<file path="src/secg_pkg.sv">
// package for the serializer external clock generator
// assumes a single system clock; all generated clocks are divided copies of it
package secg_pkg;

	// ----------------------------------------
	// timing and structure
	// ----------------------------------------
	localparam int unsigned CLK_PERIOD_PS = 4000; // system clock period, 250 MHz
	localparam int unsigned SER_FACTOR_DEF = 8; // serialization factor default
	localparam int unsigned BIT_DIV_DEF = 2; // system cycles per serial bit, even
	localparam int unsigned LOCK_WAIT_NS = 1000; // time from enable to lock
	localparam int unsigned LOCK_WAIT_CYC = (LOCK_WAIT_NS * 1000 + CLK_PERIOD_PS - 1) / CLK_PERIOD_PS;
	localparam int unsigned SYNC_DEPTH = 3; // pin input synchroniser depth

	// ----------------------------------------
	// carried bundles
	// ----------------------------------------
	typedef struct packed {
		logic fast_serial_clock; // serial-rate clock
		logic load_enable; // load pulse, one per word
		logic parallel_word_clock; // word-rate clock
	} secg_clocks_type;

	typedef enum logic [1:0] {
		SECG_IDLE,
		SECG_LOCKING,
		SECG_LOCKED
	} secg_state_type;

endpackage

</file>
<file path="src/secg_pin_sync.sv">
// three-stage synchroniser for a level arriving from a pin
// assumes the level is slow compared with the system clock
`timescale 1ns/1ps
module secg_pin_sync
(
	// clock and reset
	input wire logic clk_sys_i,
	input wire logic srst_i,
	// pin and result
	input wire logic pin_i,
	output logic level_o
);
	logic [2:0] stage_ff;

	// shift chain; first stage is read only by the second
	always_ff @(posedge clk_sys_i)
	begin
		if (srst_i)
			stage_ff <= 3'h0;
		else
			stage_ff <= {stage_ff[1:0], pin_i};
	end

	// accept a change only once stages two and three agree
	always_ff @(posedge clk_sys_i)
	begin
		if (srst_i)
			level_o <= 1'b0;
		else if (stage_ff[1] == stage_ff[2])
			level_o <= stage_ff[2];
	end
endmodule

</file>
<file path="src/secg_top.sv">
// external clock generator for a serializer/deserializer pair
// assumes the fabric uses only the word clock; the serial clock goes to serializers only
`timescale 1ns/1ps

module secg_top
#(
	parameter int unsigned SER_FACTOR = secg_pkg::SER_FACTOR_DEF,
	parameter int unsigned BIT_DIV = secg_pkg::BIT_DIV_DEF,
	parameter int unsigned LOCK_WAIT = secg_pkg::LOCK_WAIT_CYC
)
(
	// clock and reset
	input wire logic clk_sys_i,
	input wire logic srst_i,
	// control pins
	input wire logic gen_enable_i,
	input wire logic dynamic_phase_alignment_i,
	// generated clocks
	output logic fast_serial_clock_out_o,
	output logic load_enable_out_o,
	output logic parallel_word_clock_out_o,
	// lock, receiver reset and mode fault
	output logic locked_o,
	output logic rx_synth_reset_o,
	output logic mode_fault_o
);
	// ----------------------------------------
	// elaboration checks
	// ----------------------------------------
	if (SER_FACTOR < 3 || SER_FACTOR > 10 || (SER_FACTOR % 2) != 0)
		$error("SER_FACTOR must be even, 4 to 10");
	if (BIT_DIV < 2 || (BIT_DIV % 2) != 0)
		$error("BIT_DIV must be even and at least 2");
	if (LOCK_WAIT < 1)
		$error("LOCK_WAIT must be at least 1");

	localparam int unsigned WORD_DIV = SER_FACTOR * BIT_DIV;
	localparam int unsigned PW = $clog2(WORD_DIV);
	localparam int unsigned LW = $clog2(LOCK_WAIT + 1);
	localparam logic [PW-1:0] WORD_LAST = PW'(WORD_DIV - 1);
	localparam logic [PW-1:0] HALF_BIT = PW'(BIT_DIV / 2);
	// load window starts (factor-2)/factor of a word in, lasts one bit
	localparam logic [PW-1:0] LOAD_START = PW'((SER_FACTOR - 2) * BIT_DIV);
	// word clock lags by half a bit: -180/factor of a word
	localparam logic [PW-1:0] WORD_RISE = PW'(BIT_DIV / 2);
	localparam logic [PW-1:0] WORD_FALL = PW'(BIT_DIV / 2 + WORD_DIV / 2);
	localparam logic [LW-1:0] LOCK_LAST = LW'(LOCK_WAIT);
	// phase map at factor 8 with two cycles a bit, sixteen cycles a word:
	//   serial clock high on odd phases
	//   load window on phases 12 and 13
	//   word clock high on phases 1 to 8
	// a stop clears the counter, so every start gives the same output relation

	// ----------------------------------------
	// pin inputs
	// ----------------------------------------
	// both pins are levels from outside the clock domain, each gets its own chain
	logic enable_sync;
	logic dpa_sync;

	secg_pin_sync u_sync_en
	(
		.clk_sys_i(clk_sys_i),
		.srst_i(srst_i),
		.pin_i(gen_enable_i),
		.level_o(enable_sync)
	);

	secg_pin_sync u_sync_dpa
	(
		.clk_sys_i(clk_sys_i),
		.srst_i(srst_i),
		.pin_i(dynamic_phase_alignment_i),
		.level_o(dpa_sync)
	);

	// ----------------------------------------
	// lock sequencing
	// ----------------------------------------
	secg_pkg::secg_state_type state_ff;
	secg_pkg::secg_state_type nxt_state;
	logic [LW-1:0] lock_cnt_ff;

	// lock asserts only after the dividers have run a settle time
	always_comb
	begin
		nxt_state = state_ff;
		unique case (state_ff)
			secg_pkg::SECG_IDLE:
				if (enable_sync)
					nxt_state = secg_pkg::SECG_LOCKING;
			secg_pkg::SECG_LOCKING:
				if (!enable_sync)
					nxt_state = secg_pkg::SECG_IDLE;
				else if (lock_cnt_ff == LOCK_LAST)
					nxt_state = secg_pkg::SECG_LOCKED;
			secg_pkg::SECG_LOCKED:
				if (!enable_sync)
					nxt_state = secg_pkg::SECG_IDLE;
		endcase
	end

	always_ff @(posedge clk_sys_i)
	begin
		if (srst_i)
			state_ff <= secg_pkg::SECG_IDLE;
		else
			state_ff <= nxt_state;
	end

	// settle counter, cleared outside the locking state
	// it stops at the limit, so a long stay in the locking state cannot wrap
	always_ff @(posedge clk_sys_i)
	begin
		if (srst_i || state_ff != secg_pkg::SECG_LOCKING)
			lock_cnt_ff <= '0;
		else if (lock_cnt_ff != LOCK_LAST)
			lock_cnt_ff <= lock_cnt_ff + LW'(1);
	end

	// ----------------------------------------
	// common phase counter
	// ----------------------------------------
	logic [PW-1:0] phase_ff;
	logic running;

	assign running = (state_ff != secg_pkg::SECG_IDLE);

	// one counter times all three outputs, so they never drift apart
	always_ff @(posedge clk_sys_i)
	begin
		if (srst_i || !running)
			phase_ff <= '0;
		else if (phase_ff == WORD_LAST)
			phase_ff <= '0;
		else
			phase_ff <= phase_ff + PW'(1);
	end

	// position within the current bit
	function automatic logic [PW-1:0] bit_pos(input logic [PW-1:0] p);
		bit_pos = PW'(p % PW'(BIT_DIV));
	endfunction

	// ----------------------------------------
	// clock outputs
	// ----------------------------------------
	secg_pkg::secg_clocks_type clk_ff;
	secg_pkg::secg_clocks_type nxt_clk;
	logic [PW-1:0] nxt_phase;

	// decode one cycle early so the registered outputs land on phase
	always_comb
	begin
		nxt_phase = (phase_ff == WORD_LAST || !running) ? '0 : phase_ff + PW'(1);
		nxt_clk = '0;
		if (running)
		begin
			// bit rate, 50% duty, high in second half of bit: -180 deg
			nxt_clk.fast_serial_clock = (bit_pos(nxt_phase) >= HALF_BIT);
			// one bit wide, word rate, starts at (factor-2)/factor
			nxt_clk.load_enable = (nxt_phase >= LOAD_START) && (nxt_phase < LOAD_START + PW'(BIT_DIV));
			// word rate, 50% duty, shifted half a bit
			nxt_clk.parallel_word_clock = (nxt_phase >= WORD_RISE) && (nxt_phase < WORD_FALL);
		end
	end

	// outputs stay low while idle; drive serializer and fabric ports
	always_ff @(posedge clk_sys_i)
	begin
		if (srst_i)
			clk_ff <= '0;
		else
			clk_ff <= nxt_clk;
	end

	assign fast_serial_clock_out_o = clk_ff.fast_serial_clock;
	assign load_enable_out_o = clk_ff.load_enable;
	assign parallel_word_clock_out_o = clk_ff.parallel_word_clock;

	// ----------------------------------------
	// lock, receiver reset and mode fault
	// ----------------------------------------
	// a single reset output, receiver only; none exists for the transmitter
	// lock and reset share one decode of the next state, so they never disagree
	always_ff @(posedge clk_sys_i)
	begin
		if (srst_i)
		begin
			locked_o <= 1'b0;
			rx_synth_reset_o <= 1'b1;
		end
		else
		begin
			locked_o <= (nxt_state == secg_pkg::SECG_LOCKED);
			rx_synth_reset_o <= !(nxt_state == secg_pkg::SECG_LOCKED);
		end
	end

	// phase settings above do not suit alignment modes; flag the misuse
	always_ff @(posedge clk_sys_i)
	begin
		if (srst_i)
			mode_fault_o <= 1'b0;
		else
			mode_fault_o <= dpa_sync && running;
	end
endmodule

</file>
<file path="config.mk">
export PLATFORM = sky130hd
export DESIGN_NAME = secg_top
export DESIGN_NICKNAME = d
export VERILOG_FILES = /design/src/secg_pkg.sv /design/src/secg_pin_sync.sv /design/src/secg_top.sv
export SDC_FILE = /design/constraint.sdc
export NUM_CORES = 1
export LEC_CHECK = 0
export BUFFER_PORTS_ARGS = -buffer_cell sky130_fd_sc_hd__buf_2
export CAP_MARGIN = 20
export CORE_ASPECT_RATIO = 1.4
export CORE_MARGIN = 2
export CORE_UTILIZATION = 56
export DETAILED_ROUTE_END_ITERATION = 8
export PLACE_DENSITY = 0.76
export SLEW_MARGIN = 30
export SYNTH_ARGS = -nofsm -noshare
export SYNTH_HDL_FRONTEND = slang
export SYNTH_SLANG_ARGS = --single-unit
</file>
<file path="constraint.sdc">
create_clock -name clk_sys_i -period 2.05 [get_ports clk_sys_i]
set_input_delay 0.1025 -clock clk_sys_i [delete_from_list [all_inputs] [get_ports clk_sys_i]]
set_output_delay 0.1025 -clock clk_sys_i [all_outputs]
set_load 0.02 [all_outputs]
</file>
==> results.txt <==
----------------------------------------------------
[Cells and area]
  Share of the core filled with cells ... 64.5%
  Area of all sequential standard cells ... 561 µm²
  Antenna cells ... 0
  Commonest non-fill, non-tap cell in the layout ... dfxtp_1
  Most frequent cells in the layout ... dfxtp_1, nor2_1, buf_2
  Layout filler cell count ... 167
  Share of final-layout standard cells stronger than drive strength 1 ... 13.6%
  Total area of multi-input combinational cells ... 519 µm²
  Layout Nets ... 136
  Synth-to-Final Area Change ... 12.2%

[CTS]
  Clock transition at the registers of the reported paths ... 0.15 ns
  Clock network latency to the later pin of the worst-skew pair ... 0.34 ns
  Root buffer selected by CTS ... clkbuf_4
  CTS tree ... yes
  CTS sink cnt ... 28
  Number of post-CTS setup repair buffers ... 0
  H-Tree Level Count ... 1
  CTS max path bufs ... 2
  TritonCTS Buffers ... 3
  Number of gates resized after cts ... 0

[Power and ir drop]
  Pint ... 0.756 mW
  Combinational share of power ... under 10%
  Static leakage power ... approximately 0.47 nW
  Flop pwr share ... just under 60%
  Power Dens Cells ... 744 mW/mm²
  Clock Power Share ... between 30% and 40%
  Share of total power consumed by net switching ... 18.2%
  Post-layout total power ... approximately 0.92 mW
  NetSw ... 0.168 mW
  VDD IR-drop max ... 613 µV

[Detailed routing]
  Vias per cell ... 5.53
  Violation count after the first detailed-route iteration ... 6
  Final antenna-violating net count ... 0
  Initial DRT Pass Iterations ... 4
  Routed via count ... about 800
  Post-detailed-route DRC marker count ... 0
  WL final ... about 1.8 mm
  Detail-routed net length per standard cell ... 12.6 µm

[Worst setup path]
  Critical path required time ... around 2.3 ns
  Element type at the critical path end ... flop
  Path type of the worst setup path ... flop to flop
  Critical Path Source Type ... flop
  Worst Path Arrival ... 1.87 ns
  Critical path peak fanout ... 7

[Timing]
  Worst slew pin tran ... 0.359 ns
  Setup_tns ... 0 ns
  PnR worst setup slack ... 0.446 ns
  Max-slew violation count ... 0
  Post-route minimum period ... 1.60 ns
  Clock skew ... 0.0103 ns
  Worst relative slew slack ... 75.9%
  Highest clock rate ... a little over 600 MHz
  Unrepaired setup endpoints after global routing ... no
  Final period utilization ... between 70% and 80%
  Hold WS ... 0.0748 ns
  Hold violation count in the final report ... 0
  Final setup viols ... 0

[Die]
  Count of pins on the block boundary ... 10
  Starting utilization of the core area ... 57.5%
  Width of the chip ... 41.6 µm
  Rows ... 19
  Die height ... between 50 and 60 µm
  Core Area ... 0.00193 mm²
  Die outline area ... 0.00235 mm²

[Placed design]
  Routability congestion estimate from global placement ... 0.753
  Worst slack, placed ... around 0.47 ns
  Port bufs ... 9
  Placed wire-length estimate ... 1.34 mm

[Logic synthesis]
  Net count of the mapped netlist ... 122
  Flip-flop and latch count after synthesis ... 28
  Instance count of the mapped netlist ... 112
  Top area cells in the synthesized netlist ... dfxtp_1, ha_1, nor2b_1, nor2_1, a21oi_1
  Cell Area, Synth ... 0.00111 mm²
  Area share of the largest cell type after synthesis ... 50.6%
  Fraction of the yosys area taken by sequential cells ... 50.6%
  Average cell area after synthesis ... a little under 10 µm²
  Syn. warnings ... 0
  Yosys cell types ... 35
  Synth area leader ... dfxtp_1

[Hold path]
  Worst hold path type ... input pin to flop

[Outcome]
  Status ... complete, no violations

[Global route]
  Grt ovf ... 0
  Number of antenna violations at the first check in global routing ... 0
  Aggregate global-route resource usage ... 18.8%
  Via count of the first global-routing pass ... 799
  Global-route wire length before repair ... 3.38 mm
  Largest net degree at the start of global routing ... 17

[Flow run]
  Total of max-cap violations ... 0

----------------------------------------------------
[worst max-delay path, stage by stage (launching register included)]
cell	delay [ns]
dfxtp_1	0.45
inv_1	0.11
ha_1	0.25
a311o_1	0.37
nand4bb_1	0.23
mux2i_1	0.14
[area by class of cell]
type,instances,share of cell area [%]
multi-input cells,77,41.8
repair buffers,11,5.24
clock buffers,3,1.81
flip-flops and latches,28,45.1
inverters,5,1.51
clock inverters,1,2.42
well taps,21,2.11
[synth_stat cells]
library cell and n:
a211o_1 1, a211oi_1 1, a21boi_0 1, a21oi_1 6, a311o_1 1, a31o_2 1
buf_2 1, clkbuf_1 1, dfxtp_1 28, ha_1 6, inv_1 5, mux2i_1 1
nand2_1 6, nand3_1 4, nand3b_1 1, nand4_2 1, nand4bb_1 1, nor2_1 9
nor2b_1 6, nor3_1 5, nor3b_1 2, o211a_1 1, o211ai_1 1, o21a_1 1
o21ai_0 6, o21bai_1 1, o221a_2 1, o31ai_1 1, o32a_1 1, o32ai_1 1
or2_0 1, or3_1 3, or3_2 1, xnor2_1 2, xor2_1 3
[per-layer routing]
| metal | track usage, % | wire, µm | up-vias |
|---|---|---|---|
| met3 | 1.93 | 45 | 5 |
| li1 | - | - | 423 |
| met5 | 0 | 0 | - |
| met1 | 20.4 | 767 | 367 |
| met2 | 33.5 | 968 | 12 |
| met4 | 12.4 | 56 | 0 |
[state kept, by name, indices dropped and copies added, names as in the netlist]
name,flops
rx_synth_reset_o,1
phase_ff,4
mode_fault_o,1
u_sync_dpa.stage_ff,3
u_sync_en.stage_ff,3
lock_cnt_ff,8
load_enable_out_o,1
u_sync_en.level_o,1
state_ff,2
fast_serial_clock_out_o,1
locked_o,1
parallel_word_clock_out_o,1
u_sync_dpa.level_o,1
[cell families (layout without fill, tap and decap cells)]
family | Yosys count | after routing | share of synthesized area [%]
buffers and inverters | 7 | 20 | 2.49
AND/OR/NAND/NOR | 40 | 40 | 19.7
AO/OA/AOI/OAI | 25 | 25 | 15.6
XOR/XNOR | 5 | 5 | 3.96
multiplexers | 1 | 1 | 0.904
flip-flops | 28 | 28 | 50.6
adder cells (fa/ha/maj) | 6 | 6 | 6.78
[power groups by stage]
| stage | sequential, mW | combinational (mW) | clock [mW] |
|---|---|---|---|
| after floorplan | 0.563 | 0.00790 | 0 |
| after global placement | 0.563 | 0.0120 | 0 |
| after detailed placement | 0.563 | 0.0126 | 0 |
| after CTS | 0.551 | 0.0155 | 0.370 |
| after global routing | 0.553 | 0.0171 | 0.389 |
| final | 0.551 | 0.0153 | 0.357 |
[per-stage QoR]
stage / instances / cell area [µm²]
global route: 146 / 1240
CTS: 146 / 1240
global placement: 140 / 1170
detailed placement: 140 / 1170
floorplan: 112 / 1110
finish: 146 / 1240
[path summary, 6_finish.rpt]
kind,slack [ns],cells after the start,start,to
max,0.45,5,state_ff[0],parallel_word_clock_out_o
min,0.07,2,srst_i,u_sync_dpa.level_o
max reg2reg,0.45,5,state_ff[0],parallel_word_clock_out_o
min reg2reg,0.46,1,u_sync_en.stage_ff[0],u_sync_en.stage_ff[1]
[timing repair]
item,CTS,global route
endpoints found under the setup margin,0,0
hold buffers,2,0
endpoints found under the hold margin,2,0
No activity file was read; power rests on OpenSTA's default activity.
